--- config.mk ---
export PLATFORM = sky130hd
export DESIGN_NAME = pgt_pwm_trigger
export DESIGN_NICKNAME = d
export VERILOG_FILES = /design/src/pgt_pkg.sv /design/src/pgt_pwm_trigger.sv
export SDC_FILE = /design/constraint.sdc
export NUM_CORES = 1
export LEC_CHECK = 0
export BUFFER_PORTS_ARGS = -buffer_cell sky130_fd_sc_hd__buf_2
export CAP_MARGIN = 20
export CORE_ASPECT_RATIO = 0.8
export CORE_UTILIZATION = 28
export CTS_BUF_LIST = sky130_fd_sc_hd__clkbuf_8
export DETAILED_ROUTE_END_ITERATION = 6
export MAX_ROUTING_LAYER = met4
export PLACE_DENSITY = 0.54
export SYNTH_ARGS = -nofsm -noshare
export SYNTH_HDL_FRONTEND = slang
export SYNTH_SLANG_ARGS = --single-unit
--- constraint.sdc ---
create_clock -name sys_clk -period 6 [get_ports sys_clk]
set_input_delay 1.8 -clock sys_clk [delete_from_list [all_inputs] [get_ports sys_clk]]
set_output_delay 1.8 -clock sys_clk [all_outputs]
set_load 0.01 [all_outputs]
--- src/pgt_pkg.sv ---
// pgt_pkg: register map, field positions, reset values and carriers for the
// six-channel generator with converter-start trigger.
// assumes: one 50 MHz system clock, byte-wide registers on one aligned word each.
package pgt_pkg;

  localparam int PGT_CLK_HZ = 50_000_000;
  localparam int PGT_ADDR_W = 10;
  localparam int PGT_NCH = 6;

  // register index; byte address is four times the index
  localparam logic [7:0] PGT_IDX_CHAN4_DUTY_LOW = 8'hcc;
  localparam logic [7:0] PGT_IDX_PERIOD_LOW = 8'hd9;
  localparam logic [7:0] PGT_IDX_CHAN0_DUTY_LOW = 8'hda;
  localparam logic [7:0] PGT_IDX_CHAN1_DUTY_LOW = 8'hdb;
  localparam logic [7:0] PGT_IDX_CHAN2_DUTY_LOW = 8'hdc;
  localparam logic [7:0] PGT_IDX_CHAN3_DUTY_LOW = 8'hdd;
  localparam logic [7:0] PGT_IDX_PIN_SELECT = 8'hde;
  localparam logic [7:0] PGT_IDX_GEN_CTL_ONE = 8'hdf;
  localparam logic [7:0] PGT_IDX_TRIG_CTL = 8'he1;
  localparam logic [7:0] PGT_IDX_CHAN5_DUTY_LOW = 8'he8;
  localparam logic [7:0] PGT_IDX_PERIOD_HIGH = 8'he9;
  localparam logic [7:0] PGT_IDX_CHAN0_DUTY_HIGH = 8'hea;
  localparam logic [7:0] PGT_IDX_SHARED_DUTY_LOW = 8'hf0;
  localparam logic [7:0] PGT_IDX_SHARED_DUTY_HIGH = 8'hf1;
  localparam logic [7:0] PGT_IDX_GEN_CTL_ZERO = 8'hf2;
  localparam logic [7:0] PGT_IDX_POLARITY = 8'hf3;
  localparam logic [7:0] PGT_IDX_TRIG_SOURCE = 8'hf4;
  localparam logic [7:0] PGT_IDX_CONV_STATUS = 8'hf5;

  localparam logic [7:0] PGT_DUTY_LO_IDX [PGT_NCH] = '{
    8'hda, 8'hdb, 8'hdc, 8'hdd, 8'hcc, 8'he8};

  // field positions
  localparam int PGT_BIT_RUN = 7;
  localparam int PGT_BIT_BUSY = 7;
  localparam int PGT_BIT_GROUP = 5;
  localparam int PGT_BIT_ALIGN = 4;
  localparam int PGT_BIT_PIN_ROUTE = 6;
  localparam int PGT_BIT_EXT_EN = 1;
  localparam logic [7:0] PGT_PIN_MASK = 8'h3f;
  localparam logic [7:0] PGT_TRIG_CTL_MASK = 8'h7f;
  localparam logic [7:0] PGT_SRC_MASK = 8'h03;
  localparam logic [7:0] PGT_RESET_BYTE = 8'h00;
  localparam logic [15:0] PGT_RESET_WORD = 16'h0000;
  localparam logic [15:0] PGT_ONE_WORD = 16'h0001;

  typedef enum logic [1:0] {PGT_TRIG_FALL, PGT_TRIG_RISE, PGT_TRIG_CENTRE, PGT_TRIG_END} pgt_trig_e;
  typedef enum logic [1:0] {PGT_SRC_CH0, PGT_SRC_CH2, PGT_SRC_CH4, PGT_SRC_PIN} pgt_src_e;

  typedef struct packed {
    logic [1:0] out_mode;
    logic group_mode_en;
    logic align_type;
    logic brake_en;
    logic [2:0] prescale_sel;
  } pgt_gen_ctl_s;

  typedef struct packed {
    logic spare;
    logic ext_start_pin_route;
    logic [1:0] conv_clk_div;
    pgt_trig_e trigger_type;
    logic ext_trigger_en;
    logic conv_enable;
  } pgt_trig_ctl_s;

endpackage

--- src/pgt_pwm_trigger.sv ---
// pgt_pwm_trigger: six-channel generator, pin routing and converter-start trigger.
// assumes: Avalon-MM master on sys_clk; conv_done_pulse from the converter on sys_clk;
// ext_start pins and nothing else arrive asynchronously.
// limitation: period and duty bytes act at once, with no shadow load, so a
// write in mid-period can shorten or stretch the running period.
// an external event reaches conv_start_pulse two to three clocks after the pin.
// busy holds until conv_done_pulse; a lost done pulse leaves it set.
//
// How it works
// - period joins low and high byte
// - six channels, each 16-bit duty
// - duty high byte forms upper eight bits
// - pin select bit: zero port, one channel
// - group mode uses shared duty for all
// - prescaler code divides by power of two
// - generator idle until run bit set
// - polarity bit inverts channel output
// - pin route bit switches start pin immediately
// - types 00/01 falling or rising edges
// - types 10/11 period centre or end
// - external disabled: software start only
// - external enabled: software or chosen source
//
// Decided for this implementation: register access over Avalon-MM.
`timescale 1ns/1ps
`default_nettype none
module pgt_pwm_trigger
  import pgt_pkg::*;
(
  input wire logic sys_clk,
  input wire logic resetn,
  input wire logic [PGT_ADDR_W-1:0] avs_address,
  input wire logic avs_read,
  input wire logic avs_write,
  input wire logic [31:0] avs_writedata,
  input wire logic [3:0] avs_byteenable,
  output logic [31:0] avs_readdata,
  output logic avs_waitrequest,
  input wire logic [PGT_NCH-1:0] gpio_out,
  output logic [PGT_NCH-1:0] pin_out,
  input wire logic ext_start_pin_a,
  input wire logic ext_start_pin_b,
  input wire logic conv_done_pulse,
  output logic conv_start_pulse,
  output logic conv_busy
);

  // bus slave
  // one wait cycle per access; readdata and waitrequest both come from flops
  logic wait_ff;
  logic [31:0] rdata_ff;
  logic [31:0] nxt_rdata;
  wire [7:0] idx = avs_address[PGT_ADDR_W-1:2];
  wire acc_go = (avs_read | avs_write) & wait_ff;
  wire wr_en = avs_write & ~wait_ff & avs_byteenable[0];
  wire [7:0] wbyte = avs_writedata[7:0];

  // registers
  logic [7:0] period_low_ff;
  logic [7:0] period_high_ff;
  logic [7:0] duty_low_ff [PGT_NCH];
  logic [7:0] duty_high_ff [PGT_NCH];
  logic [7:0] shared_low_ff;
  logic [7:0] shared_high_ff;
  logic [7:0] pin_sel_ff;
  pgt_gen_ctl_s gen_ctl_ff;
  logic run_ff;
  logic [7:0] polarity_ff;
  pgt_trig_ctl_s trig_ctl_ff;
  pgt_src_e src_ff;
  logic busy_ff;

  // a write lands only in the cycle waitrequest is low, with lane 0 enabled
  wire hit_plow = wr_en & (idx == PGT_IDX_PERIOD_LOW);
  wire hit_phigh = wr_en & (idx == PGT_IDX_PERIOD_HIGH);
  wire hit_slow = wr_en & (idx == PGT_IDX_SHARED_DUTY_LOW);
  wire hit_shigh = wr_en & (idx == PGT_IDX_SHARED_DUTY_HIGH);
  wire hit_pin = wr_en & (idx == PGT_IDX_PIN_SELECT);
  wire hit_gen1 = wr_en & (idx == PGT_IDX_GEN_CTL_ONE);
  wire hit_gen0 = wr_en & (idx == PGT_IDX_GEN_CTL_ZERO);
  wire hit_pol = wr_en & (idx == PGT_IDX_POLARITY);
  wire hit_trig = wr_en & (idx == PGT_IDX_TRIG_CTL);
  wire hit_src = wr_en & (idx == PGT_IDX_TRIG_SOURCE);
  wire hit_stat = wr_en & (idx == PGT_IDX_CONV_STATUS);
  wire sw_start = hit_stat & wbyte[PGT_BIT_BUSY];

  wire [15:0] period_value = {period_high_ff, period_low_ff};
  wire [15:0] shared_duty = {shared_high_ff, shared_low_ff};

  always_ff @(posedge sys_clk or negedge resetn) begin
    if (!resetn) begin
      wait_ff <= 1'b1;
      rdata_ff <= 32'h0000_0000;
    end else begin
      wait_ff <= ~acc_go;
      rdata_ff <= nxt_rdata;
    end
  end

  always_ff @(posedge sys_clk or negedge resetn) begin
    if (!resetn) begin
      period_low_ff <= PGT_RESET_BYTE;
      period_high_ff <= PGT_RESET_BYTE;
      shared_low_ff <= PGT_RESET_BYTE;
      shared_high_ff <= PGT_RESET_BYTE;
    end else begin
      if (hit_plow) period_low_ff <= wbyte;
      if (hit_phigh) period_high_ff <= wbyte;
      if (hit_slow) shared_low_ff <= wbyte;
      if (hit_shigh) shared_high_ff <= wbyte;
    end
  end

  always_ff @(posedge sys_clk or negedge resetn) begin
    if (!resetn) begin
      pin_sel_ff <= PGT_RESET_BYTE;
      gen_ctl_ff <= pgt_gen_ctl_s'(PGT_RESET_BYTE);
      run_ff <= 1'b0;
      polarity_ff <= PGT_RESET_BYTE;
      trig_ctl_ff <= pgt_trig_ctl_s'(PGT_RESET_BYTE);
      src_ff <= PGT_SRC_CH0;
    end else begin
      if (hit_pin) pin_sel_ff <= wbyte & PGT_PIN_MASK;
      // gen_ctl_ff bits with no function here (out_mode, brake_en) are stored and read back as written
      if (hit_gen1) gen_ctl_ff <= pgt_gen_ctl_s'(wbyte);
      if (hit_gen0) run_ff <= wbyte[PGT_BIT_RUN];
      if (hit_pol) polarity_ff <= wbyte & PGT_PIN_MASK;
      if (hit_trig) trig_ctl_ff <= pgt_trig_ctl_s'(wbyte & PGT_TRIG_CTL_MASK);
      if (hit_src) src_ff <= pgt_src_e'(wbyte[1:0]);
    end
  end

  // prescaler and counter
  logic [6:0] presc_ff;
  logic [15:0] cnt_ff;
  logic up_ff;
  logic [15:0] nxt_cnt;
  logic nxt_up;
  logic centre_evt;
  logic end_evt;
  logic centre_ff;
  logic end_ff;
  // tick when the low prescale bits of a free counter are all ones
  wire [6:0] presc_mask = 7'((8'h01 << gen_ctl_ff.prescale_sel) - 8'h01);
  wire tick = run_ff & ((presc_ff & presc_mask) == presc_mask);

  always_comb begin
    nxt_cnt = cnt_ff;
    nxt_up = up_ff;
    centre_evt = 1'b0;
    end_evt = 1'b0;
    if (!run_ff) begin
      nxt_cnt = PGT_RESET_WORD;
      nxt_up = 1'b1;
    end else if (tick) begin
      if (!gen_ctl_ff.align_type) begin
        nxt_cnt = (cnt_ff >= period_value) ? PGT_RESET_WORD : cnt_ff + PGT_ONE_WORD;
      // centre mode dwells one tick at each turn, where the events fire
      end else if (up_ff) begin
        if (cnt_ff >= period_value) begin
          nxt_up = 1'b0;
          centre_evt = 1'b1;
        end else begin
          nxt_cnt = cnt_ff + PGT_ONE_WORD;
        end
      end else if (cnt_ff == PGT_RESET_WORD) begin
        nxt_up = 1'b1;
        end_evt = 1'b1;
      end else begin
        nxt_cnt = cnt_ff - PGT_ONE_WORD;
      end
    end
  end

  always_ff @(posedge sys_clk or negedge resetn) begin
    if (!resetn) begin
      presc_ff <= 7'h00;
      cnt_ff <= PGT_RESET_WORD;
      up_ff <= 1'b1;
      centre_ff <= 1'b0;
      end_ff <= 1'b0;
    end else begin
      // clearing on run low gives every run the same tick phase
      presc_ff <= run_ff ? presc_ff + 7'h01 : 7'h00;
      cnt_ff <= nxt_cnt;
      up_ff <= nxt_up;
      centre_ff <= centre_evt;
      end_ff <= end_evt;
    end
  end

  // channels
  logic [PGT_NCH-1:0] wave_ff;
  logic [PGT_NCH-1:0] wave_prev_ff;
  logic [PGT_NCH-1:0] pin_ff;
  logic [7:0] duty_rd [PGT_NCH];
  logic [7:0] duty_hrd [PGT_NCH];

  // the wave is registered once and the pin once more, so polarity and
  // routing act on a flop and cannot glitch the pin
  genvar ch;
  generate
    for (ch = 0; ch < PGT_NCH; ch++) begin : g_ch
      wire hit_lo = wr_en & (idx == PGT_DUTY_LO_IDX[ch]);
      wire hit_hi = wr_en & (idx == 8'(PGT_IDX_CHAN0_DUTY_HIGH + 8'(ch)));
      wire [15:0] own_duty = {duty_high_ff[ch], duty_low_ff[ch]};
      // group mode: every channel follows the shared pair
      wire [15:0] duty = gen_ctl_ff.group_mode_en ? shared_duty : own_duty;
      wire wave = run_ff & (cnt_ff < duty);
      wire routed = pin_sel_ff[ch] ? (wave_ff[ch] ^ polarity_ff[ch]) : gpio_out[ch];
      assign duty_rd[ch] = duty_low_ff[ch];
      assign duty_hrd[ch] = duty_high_ff[ch];
      always_ff @(posedge sys_clk or negedge resetn) begin
        if (!resetn) begin
          duty_low_ff[ch] <= PGT_RESET_BYTE;
          duty_high_ff[ch] <= PGT_RESET_BYTE;
          wave_ff[ch] <= 1'b0;
          wave_prev_ff[ch] <= 1'b0;
          pin_ff[ch] <= 1'b0;
        end else begin
          if (hit_lo) duty_low_ff[ch] <= wbyte;
          if (hit_hi) duty_high_ff[ch] <= wbyte;
          wave_ff[ch] <= wave;
          wave_prev_ff[ch] <= wave_ff[ch];
          pin_ff[ch] <= routed;
        end
      end
    end
  endgenerate

  // external start pins: two flops each before use
  logic [1:0] pin_a_sync_ff;
  logic [1:0] pin_b_sync_ff;
  logic ext_prev_ff;
  logic route_prev_ff;
  wire ext_start_input = trig_ctl_ff.ext_start_pin_route ? pin_b_sync_ff[1] : pin_a_sync_ff[1];
  // a route swap would look like an edge, so for that one cycle the new pin is
  // compared with itself; a real edge in the same cycle is lost
  wire route_flip = route_prev_ff ^ trig_ctl_ff.ext_start_pin_route;

  always_ff @(posedge sys_clk or negedge resetn) begin
    if (!resetn) begin
      pin_a_sync_ff <= 2'b00;
      pin_b_sync_ff <= 2'b00;
      ext_prev_ff <= 1'b0;
      route_prev_ff <= 1'b0;
    end else begin
      pin_a_sync_ff <= {pin_a_sync_ff[0], ext_start_pin_a};
      pin_b_sync_ff <= {pin_b_sync_ff[0], ext_start_pin_b};
      ext_prev_ff <= ext_start_input;
      route_prev_ff <= trig_ctl_ff.ext_start_pin_route;
    end
  end

  // trigger
  logic src_now;
  logic src_prev;
  always_comb begin
    // every source code is legal, so there is no default
    unique case (src_ff)
      PGT_SRC_CH0: begin
        src_now = wave_ff[0];
        src_prev = wave_prev_ff[0];
      end
      PGT_SRC_CH2: begin
        src_now = wave_ff[2];
        src_prev = wave_prev_ff[2];
      end
      PGT_SRC_CH4: begin
        src_now = wave_ff[4];
        src_prev = wave_prev_ff[4];
      end
      PGT_SRC_PIN: begin
        src_now = ext_start_input;
        src_prev = route_flip ? ext_start_input : ext_prev_ff;
      end
    endcase
  end

  // edges of the selected source
  wire src_fall = src_prev & ~src_now;
  wire src_rise = ~src_prev & src_now;

  logic ext_evt;
  always_comb begin
    // centre and end events only come in centre-aligned mode
    unique case (trig_ctl_ff.trigger_type)
      PGT_TRIG_FALL: ext_evt = src_fall;
      PGT_TRIG_RISE: ext_evt = src_rise;
      PGT_TRIG_CENTRE: ext_evt = centre_ff;
      PGT_TRIG_END: ext_evt = end_ff;
    endcase
  end

  // external events count only when enabled and not busy
  wire ext_allowed = trig_ctl_ff.ext_trigger_en & ~busy_ff;
  wire ext_start = ext_allowed & ext_evt;
  wire start_now = sw_start | ext_start;

  // software start ignores enable and busy and restarts the pulse
  logic start_ff;
  always_ff @(posedge sys_clk or negedge resetn) begin
    if (!resetn) begin
      busy_ff <= 1'b0;
      start_ff <= 1'b0;
    end else begin
      // a start in the done cycle wins over the clear
      busy_ff <= start_now | (busy_ff & ~conv_done_pulse);
      start_ff <= start_now;
    end
  end

  // read mux
  // registered one cycle ahead; unmapped indexes read zero
  always_comb begin
    nxt_rdata = 32'h0000_0000;
    if (acc_go & avs_read) begin
      if (idx == PGT_IDX_PERIOD_LOW) nxt_rdata[7:0] = period_low_ff;
      else if (idx == PGT_IDX_PERIOD_HIGH) nxt_rdata[7:0] = period_high_ff;
      else if (idx == PGT_IDX_SHARED_DUTY_LOW) nxt_rdata[7:0] = shared_low_ff;
      else if (idx == PGT_IDX_SHARED_DUTY_HIGH) nxt_rdata[7:0] = shared_high_ff;
      else if (idx == PGT_IDX_PIN_SELECT) nxt_rdata[7:0] = pin_sel_ff;
      else if (idx == PGT_IDX_GEN_CTL_ONE) nxt_rdata[7:0] = gen_ctl_ff;
      else if (idx == PGT_IDX_GEN_CTL_ZERO) nxt_rdata[PGT_BIT_RUN] = run_ff;
      else if (idx == PGT_IDX_POLARITY) nxt_rdata[7:0] = polarity_ff;
      else if (idx == PGT_IDX_TRIG_CTL) nxt_rdata[7:0] = trig_ctl_ff;
      else if (idx == PGT_IDX_TRIG_SOURCE) nxt_rdata[1:0] = src_ff;
      else if (idx == PGT_IDX_CONV_STATUS) nxt_rdata[PGT_BIT_BUSY] = busy_ff;
      for (int i = 0; i < PGT_NCH; i++) begin
        if (idx == PGT_DUTY_LO_IDX[i]) nxt_rdata[7:0] = duty_rd[i];
        if (idx == 8'(PGT_IDX_CHAN0_DUTY_HIGH + 8'(i))) nxt_rdata[7:0] = duty_hrd[i];
      end
    end
  end

  // every output is a flop
  assign avs_readdata = rdata_ff;
  assign avs_waitrequest = wait_ff;
  assign pin_out = pin_ff;
  assign conv_start_pulse = start_ff;
  assign conv_busy = busy_ff;

endmodule
`default_nettype wire

# Yosys cells after proc, flatten, opt, wreduce, memory -nomap -nowiden
# Cells that the tools add are included.
[word_totals] elab_cells=234 in_bits=59 register_bits=216 output_inout_bits=41
[classes] reduce_logical=5 eq_ne=34 mux=68 n_shift=1 add_sub_neg=4 n_lt_le_gt_ge=7 bitwise_logic=57
[op_table] cell="16-bit two-way mux" n=13
[op_table] cell="8-bit == test (second input constant)" n=23
[op_table] cell="8-bit two-way mux" n=20
[op_table] cell="16-bit < comparator" n=6
[op_table] cell="1-bit bitwise AND" n=40
[op_table] cell="1-bit two-way mux" n=27
[op_table] cell="16-bit by 1-bit adder with 16-bit output (second input constant)" n=1
[op_table] cell="16-bit >= comparator" n=1
[op_table] cell="16-bit logical NOT" n=1
[op_table] cell="16-bit by 1-bit subtractor with 16-bit output (second input constant)" n=1
[op_table] cell="7-bit two-way mux" n=2
[op_table] cell="1-bit one-hot mux with 4 select lines" n=3
[op_table] cell="2-bit == test (second input constant)" n=4
[op_table] cell="4-bit != test (second input constant)" n=2
[op_table] cell="7-bit by 1-bit adder with 7-bit output (second input constant)" n=1
[op_table] cell="7-bit bitwise AND" n=1
[op_table] cell="7-bit == test" n=1
[op_table] cell="1-bit by 3-bit << shifter with 7-bit output (first input constant)" n=1
[op_table] cell="7-bit by 1-bit subtractor with 7-bit output (second input constant)" n=1
[op_table] cell="1-bit XOR" n=7
[op_table] cell="1-bit NOT" n=6
[op_table] cell="5-bit two-way mux" n=1
[op_table] cell="2-bit by 1-bit == test with 1-bit output (second input constant)" n=2
[op_table] cell="2-bit logical NOT" n=2
[op_table] cell="6 further kinds" n=9

# Depth between registers and ports, before layout
# Gate-level depths: netlist of the first run.
[depth] ltp_word=25 depth_mapped=12 mapped_depth_nobuf=10

# Worst setup path before layout of the first run
# No wires, ideal clock.
[synth_path] kind="input port to flip-flop" start="in avs_address[7]" end="reg shared_high_ff[0]" setup_ns=0.125 t_required_ns=5.875 slack_ns=2.334 stages=6 arrival_time_ns=3.541 n_path_buf=2 path_cell_list="clkbuf_1 -> nand2_1 -> or4_1 -> clkbuf_1 -> nor2_1 -> mux2_2"
[synth_via] elab_chain_len=2
[synth_rtl] element="from (decl)" line="pgt_pwm_trigger.sv:32" text="input wire logic [PGT_ADDR_W-1:0] avs_address,"
[synth_rtl] element="8-bit == test" line="pgt_pwm_trigger.sv:77" text="wire hit_shigh = wr_en & (idx == PGT_IDX_SHARED_DUTY_HIGH);"
[synth_rtl] element="1-bit bitwise AND" line="pgt_pwm_trigger.sv:77"
[synth_rtl] element="to (signal assigned)" line="pgt_pwm_trigger.sv:110" text="if (hit_shigh) shared_high_ff <= wbyte;"
[synth_rtl] element="to (decl)" line="pgt_pwm_trigger.sv:64" text="logic [7:0] shared_high_ff;"
# No other way between the ends.
# A chain may end at the register's enable or synchronous reset.

# Worst setup path in the final report of the first run
[layout_path] start="reg gen_ctl_ff[5] in the netlist's numbering" end="reg wave_ff[3]"
[layout_via] elab_chain_len=3
[layout_rtl] element="from (decl)" line="pgt_pwm_trigger.sv:66" text="pgt_gen_ctl_s gen_ctl_ff;"
[layout_rtl] element="from (signal assigned)" line="pgt_pwm_trigger.sv:117" text="gen_ctl_ff <= pgt_gen_ctl_s'(PGT_RESET_BYTE);"
[layout_rtl] element="from (signal assigned)" line="pgt_pwm_trigger.sv:125" text="if (hit_gen1) gen_ctl_ff <= pgt_gen_ctl_s'(wbyte);"
[layout_rtl] element="16-bit two-way mux" line="pgt_pwm_trigger.sv:208" text="wire [15:0] duty = gen_ctl_ff.group_mode_en ? shared_duty : own_duty;"
[layout_rtl] element="16-bit < comparator" line="pgt_pwm_trigger.sv:209" text="wire wave = run_ff & (cnt_ff < duty);"
[layout_rtl] element="1-bit bitwise AND" line="pgt_pwm_trigger.sv:209"
[layout_rtl] element="named net g_ch[3].wave" line="pgt_pwm_trigger.sv:209"
[layout_rtl] element="to (signal, indexed assignment)" line="pgt_pwm_trigger.sv:223" text="wave_ff[ch] <= wave;"
[layout_rtl] element="to (decl)" line="pgt_pwm_trigger.sv:193" text="logic [PGT_NCH-1:0] wave_ff;"
# The timed path passes the listed nets, and every way through them passes these cells.

==> run summary, run 1 <==
* 50.3 mm — final WL
* 199 µm — vertical extent of the die
* 0.68 ns — maximum cell stage delay along the critical path
* 3 — critical path buffer and inverter count
* 216 — post-synthesis register bit count
* sky130_fd_sc_hd__inv_2 — worst-path cell with the longest stage delay
* 0.06 ns — clock-pin slew on the worst setup and hold paths
* 93 — maximum number of pins on one net before global-route repair
* 100 — io pins
* 70.0% — Period Utilization, post-route
* 1.80 ns — setup slack of the most critical reg-to-reg path
* 4,875 — fill cell count
* 6.52 ns — data required time at the worst endpoint
* false — unrepaired setup endpoints after global routing
* 28.7% — Initial Util
* 0.0410 ns — Worst Clk Skew
* inv_2 -> buf_4 -> a21oi_1 -> ha_1 -> a21o_1 -> a21o_1 -> a21oi_1 -> nor2_1 -> a2111oi_0 -> nor2_1 -> a2111oi_0 -> buf_4 — cells traversed along the worst timing path
* 24.1 µm — DR WL/cell
* 0.0496 mm² — Die Outline Area
* 0 — number of hold violations in the final report
* 75.3 mm — global-route wire length before repair
* 238 MHz — Highest Clock Rate
* flip-flop — CP Capture Type
* 11.4% — Area growth, synth to finish
* 0 — total of endpoints with negative setup slack in the final report
* 0.59 ns — insertion delay of the later-clocked pin in the worst-skew pair
* 0 — grt ovf
* 0 — max-capacitance violation count
* 38 — crit-path max FO
* 20.9% — total routing usage reported by global routing
* 7 — length of the first detailed-routing pass in iterations
* 31.9% — end-of-flow core utilization
* sky130_fd_sc_hd__dfrtp_1 39%, sky130_fd_sc_hd__mux2_2 12%, sky130_fd_sc_hd__ha_1 10% — top post-synthesis cells by area
* DRC — failing checks
* 216 — CTS sink count
* built — CTS tree
* 4.71 ns — arrival time at the worst endpoint
* 5.68 — number of vias per cell
* compound AO/OA/AOI/OAI gates — Worst path top cell family by delay
* sky130_fd_sc_hd__dfrtp_1 — most common cell after layout, fill and taps aside
* 9.67 µm² — mean instance size in the synthesized netlist
* 0.102 mV — Worst VDD drop
* 1,576 — detailed router's first-iteration violation count
* flip-flop — element type at the critical path start
* 0 — number of hold buffers added after cts
* 0.941 — RePlAce Congestion
* 0 — Slew Viols, Final
* 30.9% — Rel. slew slack
* 0 ns — total negative slack for setup checks
* 39.3% — post-synth top area share
* 1,409 — number of standard cells after synthesis
* 0.0136 mm² — post-synthesis cell area
* 0 — number of warnings issued by yosys
* 3 — Clock Path Buffers
* 206 mW/mm² — total power density per cell area
* 39 — CTS buffer count
* 1.04 ns — Worst Max-Slew Pin Slew
* 214 x sky130_fd_sc_hd__dfrtp_1, 158 x sky130_fd_sc_hd__a21oi_1, 147 x sky130_fd_sc_hd__mux2_2 — highest-count cells in the layout ignoring fill and taps
* 4.20 ns — clock period minus worst slack
* flip-flop to flip-flop — type of the most critical hold path
* 11,500 — number of global-route vias before repair
* 0 — quantity of gates resized following cts
* 6.97 nW — Pleak
* 11,900 — DR vias
* sky130_fd_sc_hd__dfrtp_1 — primary flip-flop cell chosen by synthesis mapping
* 4 — initial antenna violation count
* finished, violations left — result of the run
* 0 — count of flip-flops with a built-in enable after synthesis
* sky130_fd_sc_hd__clkbuf_8 — Clk Tree Root Cell
* 2 — H-tree depth reported by CTS
* 39.7% — sequential area share after synthesis
* 73 — number of distinct library cells after synthesis
* 1,600 — Net count, final
* flip-flop to flip-flop — critical path class
* 0.0475 mm² — core region area
* 0 — post-CTS setup repair buffer count
* 19.9% — share of final-layout standard cells stronger than drive strength 1
* 71 — standard-cell row count
* 0 — DRT antenna net count
* 100% — async set-reset flop share out of synthesis
* 249 µm — Die Wd
* 1 — Remaining DRCs
* 46 — PortBufs
* sky130_fd_sc_hd__dfrtp_1 — post-synth top area cell
* 36.2 mm — DPL Wire Length
registers in the layout, indices dropped and copies added (netlist names), 8 cells and up:
register and count:
shared_low_ff 8, period_high_ff 8, avs_readdata 8, period_low_ff 8, cnt_ff 16, duty_low_ff 48
duty_high_ff 48, shared_high_ff 8, gen_ctl_ff 8
kinds of logic (layout without fill, tap and decap cells):
logic type	after synthesis	count (layout)	share of synthesized area, %
AOI/OAI and AO/OA	418	418	19.6
xor gates and xnor gates	11	11	0.707
and+or+nand+nor	354	354	12.3
adders and majority gates	110	110	10.1
other	1	28	0.0275
buffers and inverters	146	175	4.79
DFF	216	216	39.7
muxes	153	153	12.8
worst paths after layout:
check | end | cells past startpoint | start
worst max-delay path | wave_ff[3] | 12 | gen_ctl_ff[5]
worst min-delay path | pin_b_sync_ff[1] | 0 | pin_b_sync_ff[0]
worst max register to register | wave_ff[3] | 12 | gen_ctl_ff[5]
worst min register to register | pin_b_sync_ff[1] | 0 | pin_b_sync_ff[0]
max in group asynchronous | duty_high_ff[20] | 2 | resetn
min in group asynchronous | pin_a_sync_ff[1] | 1 | resetn
area by class of cell:
class / count / area, µm² / area share [%]
multi-input combinational: 1070 / 7660 / 50.5
sequential: 216 / 5410 / 35.6
tap: 620 / 776 / 5.11
clock buffer: 45 / 619 / 4.08
timing repair buffer: 73 / 450 / 2.97
clock inverter: 26 / 141 / 0.931
inverter: 31 / 116 / 0.767
antenna: 4 / 10.0 / 0.0659
synth_stat cells, types with 14 or more instances:
cell type,n
sky130_fd_sc_hd__a2111oi_0,19
sky130_fd_sc_hd__and2_1,18
sky130_fd_sc_hd__ha_1,110
sky130_fd_sc_hd__mux2_2,147
sky130_fd_sc_hd__buf_1,14
sky130_fd_sc_hd__inv_1,30
sky130_fd_sc_hd__dfrtp_1,214
sky130_fd_sc_hd__a221oi_1,15
sky130_fd_sc_hd__nand2_1,110
sky130_fd_sc_hd__nand4_1,16
sky130_fd_sc_hd__nor2_1,95
sky130_fd_sc_hd__nor3_1,21
sky130_fd_sc_hd__a21oi_1,158
sky130_fd_sc_hd__a22oi_1,16
sky130_fd_sc_hd__o211ai_1,18
sky130_fd_sc_hd__clkbuf_1,72
sky130_fd_sc_hd__o21ai_0,73
sky130_fd_sc_hd__o22ai_1,16
sky130_fd_sc_hd__nand3_1,36
sky130_fd_sc_hd__buf_4,25
power breakdown:
part	switching [mW]	leakage [nW]	internal (mW)
combinational	0.169	3.62	0.0654
clock	0.661	0.448	0.728
sequential	0.0282	2.90	1.48
total	0.859	6.97	2.28
stage by stage:
step / power [mW] / cell area, µm² / worst slack (ns) / instances / hold slack, ns
6_report: 3.13 / 15200 / 1.80 / 2085 / 0.359
5_1_grt: 3.25 / 15200 / 1.55 / 2085 / 0.364
4_1_cts: 3.15 / 15200 / 1.91 / 2080 / 0.363
3_5_place_dp: 1.77 / 14400 / 1.43 / 2009 / 0.340
3_3_place_gp: 1.76 / 14400 / 1.46 / 2008 / 0.338
2_1_floorplan: 1.65 / 13700 / 2.33 / 1432 / 0.331
layer usage:
| layer | up-vias | GRT usage (%) | routed length [µm] |
|---|---|---|---|
| met5 | - | - | 0 |
| met4 | 0 | 5.27 | 1080 |
| met3 | 89 | 5.77 | 5060 |
| met2 | 562 | 29.1 | 20800 |
| met1 | 5942 | 29.4 | 23400 |
| li1 | 5259 | - | - |
No activity file was read; power rests on OpenSTA's default activity.
==> run 2, diff against run 1 <==
--- a/config.mk
+++ b/config.mk
@@ -5,6 +5,7 @@
 export SDC_FILE = /design/constraint.sdc
 export NUM_CORES = 1
 export LEC_CHECK = 0
+export ABC_AREA = 1
 export BUFFER_PORTS_ARGS = -buffer_cell sky130_fd_sc_hd__buf_2
 export CAP_MARGIN = 20
 export CORE_ASPECT_RATIO = 0.8
@@ -12,7 +13,7 @@
 export CTS_BUF_LIST = sky130_fd_sc_hd__clkbuf_8
 export DETAILED_ROUTE_END_ITERATION = 6
 export MAX_ROUTING_LAYER = met4
-export PLACE_DENSITY = 0.54
+export PLACE_DENSITY = 0.56
 export SYNTH_ARGS = -nofsm -noshare
 export SYNTH_HDL_FRONTEND = slang
 export SYNTH_SLANG_ARGS = --single-unit
==> constraint.sdc (replaced) <==
create_clock -name sys_clk -period 3.5 [get_ports sys_clk]
set_input_delay 1.05 -clock sys_clk [delete_from_list [all_inputs] [get_ports sys_clk]]
set_output_delay 1.05 -clock sys_clk [all_outputs]
set_load 0.01 [all_outputs]
==> run 2 against run 1 <==
The flow still finishes with violations (DRC). Synthesized area down 1.5%. Design area is 0.30% higher. Core utilization rose by 0.34 points. Clock skew increased by 0.0023 ns.
==> run summary, run 2 <==
* finished, violations left — result of the run, unchanged
* DRC — failing checks, unchanged
* 100% — async set-reset flop share out of synthesis, unchanged
* 0.0472 mm² — core region area, was 0.0475 mm²
* 0 — number of hold violations in the final report, unchanged
* 0 — number of warnings issued by yosys, unchanged
* 18.5 µm — DR WL/cell, was 24.1 µm
* 100 — io pins, unchanged
* 3.28% — met3 track utilization from global routing, was 5.77%
* 13 — depth of the worst register-to-register path, was 12
* 0.0488 mm² — Die Outline Area, was 0.0496 mm²
* cnt_ff[11] — endpoint of the lowest-slack register-to-register path, was wave_ff[3]
* 0.0433 ns — Worst Clk Skew, was 0.0410 ns
* 34.0% — Rel. slew slack, was 30.9%
* 1,951 — Net count, final, was 1,600
* 1,718 — number of standard cells after synthesis, was 1,409
* 19.4% — total routing usage reported by global routing, was 20.9%
* 32.3% — end-of-flow core utilization, was 31.9%
* 0.591 ns — min setup slack post-route, was 1.80 ns
* 5.46 mW — Pwr Total, was 3.13 mW
* 46 — PortBufs, unchanged
* cnt_ff[1] — startpoint of the most critical register-to-register path, was gen_ctl_ff[5]
* 216 — CTS sink count, unchanged
* 0 — Slew Viols, Final, unchanged
* 13.4% — Area growth, synth to finish, was 11.4%
* 69.8 mm — global-route wire length before repair, was 75.3 mm
* 0 — count of flip-flops with a built-in enable after synthesis, unchanged
* 431 x sky130_fd_sc_hd__nand2_1, 214 x sky130_fd_sc_hd__dfrtp_1, 200 x sky130_fd_sc_hd__o21ai_0 — most frequent cells after synthesis, was 214 x sky130_fd_sc_hd__dfrtp_1, 158 x sky130_fd_sc_hd__a21oi_1, 147 x sky130_fd_sc_hd__mux2_2
* flip-flop — CP Capture Type, unchanged
* 359 mW/mm² — total power density per cell area, was 206 mW/mm²
* 0.59 ns — setup slack of the most critical reg-to-reg path, was 1.80 ns
* 0 — worst hold path depth, unchanged
* 198 µm — vertical extent of the die, was 199 µm
* 11.1% — share of final-layout standard cells stronger than drive strength 1, was 19.9%
* built — CTS tree, unchanged
* 4,964 — fill cell count, was 4,875
* 0 — initial antenna violation count, was 4
* 3 — Clock Path Buffers, unchanged
* 0.0152 mm² — final std cell area, no fill, about the same
* 0.0134 mm² — post-synthesis cell area, was 0.0136 mm²
* 27.5% — met2 Resource Use GR, was 29.1%
* 0 — grt ovf, unchanged
* 45.0 mm — final WL, was 50.3 mm
* 39.9% — post-synth top area share, was 39.3%
* sky130_fd_sc_hd__nand2_1 — most common cell after layout, fill and taps aside, was sky130_fd_sc_hd__dfrtp_1
* 0.926 — RePlAce Congestion, was 0.941
* 4 — Remaining DRCs, was 1
* 247 µm — Die Wd, was 249 µm
* flip-flop — element type at the critical path start, unchanged
* 11,500 — number of global-route vias before repair, about the same
* sky130_fd_sc_hd__dfrtp_1 — post-synth top area cell, unchanged
* 2 — critical path buffer and inverter count, was 3
* simple AND/OR/NAND/NOR gates — Worst path top cell family by delay, was compound AO/OA/AOI/OAI gates
* 75 — maximum number of pins on one net before global-route repair, was 93
* 40.3% — sequential area share after synthesis, was 39.7%
* 0 — quantity of gates resized following cts, unchanged
* 0 — post-CTS setup repair buffer count, unchanged
* 0 — total of endpoints with negative setup slack in the final report, unchanged
* 0 ns — total negative slack for setup checks, unchanged
* 4.01 ns — data required time at the worst endpoint, was 6.52 ns
* flip-flop to flip-flop — type of the most critical hold path, unchanged
* 1,143 — detailed router's first-iteration violation count, was 1,576
* sky130_fd_sc_hd__dfrtp_1 — worst-path cell with the longest stage delay, was sky130_fd_sc_hd__inv_2
* sky130_fd_sc_hd__dfrtp_1 — primary flip-flop cell chosen by synthesis mapping, unchanged
* 71 — standard-cell row count, unchanged
* pin_b_sync_ff[0] — critical hold path startpoint, unchanged
* 0.215 mV — Worst VDD drop, was 0.102 mV
* 53 — number of distinct library cells after synthesis, was 73
* 27.8% — met1 track utilization from global routing, was 29.4%
* ha_1 -> a21oi_1 -> o21a_1 -> o221ai_1 -> nand2_1 -> nand3_1 -> nor2_1 -> inv_1 -> nand2_1 -> inv_1 -> o22ai_1 -> nand2_1 -> o21ai_1 — cells traversed along the worst timing path, was inv_2 -> buf_4 -> a21oi_1 -> ha_1 -> a21o_1 -> a21o_1 -> a21oi_1 -> nor2_1 -> a2111oi_0 -> nor2_1 -> a2111oi_0 -> buf_4
* 0.68 ns — maximum cell stage delay along the critical path, about the same
* 28.5% — Initial Util, was 28.7%
* 13 — number of gates on the worst path with buffers counted, was 12
* 7.27 nW — Pleak, was 6.97 nW
* 431 x sky130_fd_sc_hd__nand2_1, 214 x sky130_fd_sc_hd__dfrtp_1, 200 x sky130_fd_sc_hd__o21ai_0 — highest-count cells in the layout ignoring fill and taps, was 214 x sky130_fd_sc_hd__dfrtp_1, 158 x sky130_fd_sc_hd__a21oi_1, 147 x sky130_fd_sc_hd__mux2_2
* sky130_fd_sc_hd__nand2_1 — CP dominant cell by count
* 7 — length of the first detailed-routing pass in iterations, unchanged
* 0.61 ns — insertion delay of the later-clocked pin in the worst-skew pair, was 0.59 ns
* sky130_fd_sc_hd__dfrtp_1 40%, sky130_fd_sc_hd__nand2_1 12%, sky130_fd_sc_hd__ha_1 10% — top post-synthesis cells by area, was sky130_fd_sc_hd__dfrtp_1 39%, sky130_fd_sc_hd__mux2_2 12%, sky130_fd_sc_hd__ha_1 10%
* 8 — crit-path max FO, was 38
* 4.97 — number of vias per cell, was 5.68
* 0.0144 mm² — Placed Instance Area, about the same
* 0.06 ns — clock-pin slew on the worst setup and hold paths, about the same
* met1 — most used routing layer in global routing, unchanged
* 7.82 µm² — mean instance size in the synthesized netlist, was 9.67 µm²
* duty_high_ff: 48 flops, duty_low_ff: 48 flops, cnt_ff: 16 flops — Top Registers, unchanged
* 216 — post-synthesis register bit count, unchanged
* 0 — DRT antenna net count, unchanged
* sky130_fd_sc_hd__nand2_1 — most frequent cell after synthesis, was sky130_fd_sc_hd__dfrtp_1
* 33.0 mm — DPL Wire Length, was 36.2 mm
* sky130_fd_sc_hd__clkbuf_8 — Clk Tree Root Cell, unchanged
* 2 — H-tree depth reported by CTS, unchanged
* 83.1% — Period Utilization, post-route, was 70.0%
* 40 — CTS buffer count, was 39
* 0.989 ns — Worst Max-Slew Pin Slew, was 1.04 ns
* flip-flop to flip-flop — critical path class, unchanged
* 0.257 ns — Post-Place Setup Slack, was 1.43 ns
* 3.42 ns — arrival time at the worst endpoint, was 4.71 ns
* false — unrepaired setup endpoints after global routing, unchanged
* 0 — max-capacitance violation count, unchanged
* 0 — number of antenna cells inserted, was 4
* 0 — number of hold buffers added after cts, unchanged
* pin_b_sync_ff[1] — end point of the most critical hold path, unchanged
* 344 MHz — Highest Clock Rate, was 238 MHz
* 2.91 ns — clock period minus worst slack, was 4.20 ns
* 12,100 — DR vias, was 11,900
## run 2: stage by stage
step | std cells | hold slack (ns)
after floorplan | 1741 | 0.331
after global placement | 2360 | 0.333
after detailed placement | 2360 | 0.337
after CTS | 2432 | 0.361
after global routing | 2432 | 0.375
final | 2432 | 0.357
## run 2: area by class of cell
cell class	instances	area (µm²)	share of cell area, %
repair buffers	84	563	3.70
well taps	620	776	5.09
multi-input cells	1277	7050	46.3
clock inverters	25	166	1.09
flip-flops and latches	216	5410	35.5
inverters	163	618	4.06
clock buffers	47	647	4.25
## run 2: kinds of logic (layout without fill, tap and decap cells)
logic type	count (synthesis)	count (layout)	synth area share, %
flip-flops	216	216	40.3
AO/OA/AOI/OAI	435	435	17.4
other	1	24	0.0279
AND/OR/NAND/NOR	682	682	22.4
XOR/XNOR	26	26	1.70
buffers and inverters	248	319	7.90
adder cells (fa/ha/maj)	110	110	10.2
## run 2: worst max-delay path by stage
stage	slack (ns)	from	endpoint
finish	0.59	cnt_ff[1]	cnt_ff[11]
CTS	0.67	cnt_ff[1]	cnt_ff[14]
detailed placement	0.26	avs_address[7]	avs_readdata[7]
floorplan	1.10	avs_address[3]	avs_readdata[2]
global placement	0.26	avs_address[7]	avs_readdata[7]
global route	0.41	cnt_ff[1]	cnt_ff[12]
## run 2: report_power, final
group | switching (mW) | internal, mW
combinational | 0.247 | 0.0938
clock | 1.18 | 1.38
sequential | 0.0358 | 2.54
## run 2: layer usage
metal / vias up / wire, µm
met5: - / 0
met4: 0 / 1260
met3: 79 / 3130
met2: 422 / 18900
met1: 5728 / 21700
li1: 5852 / -
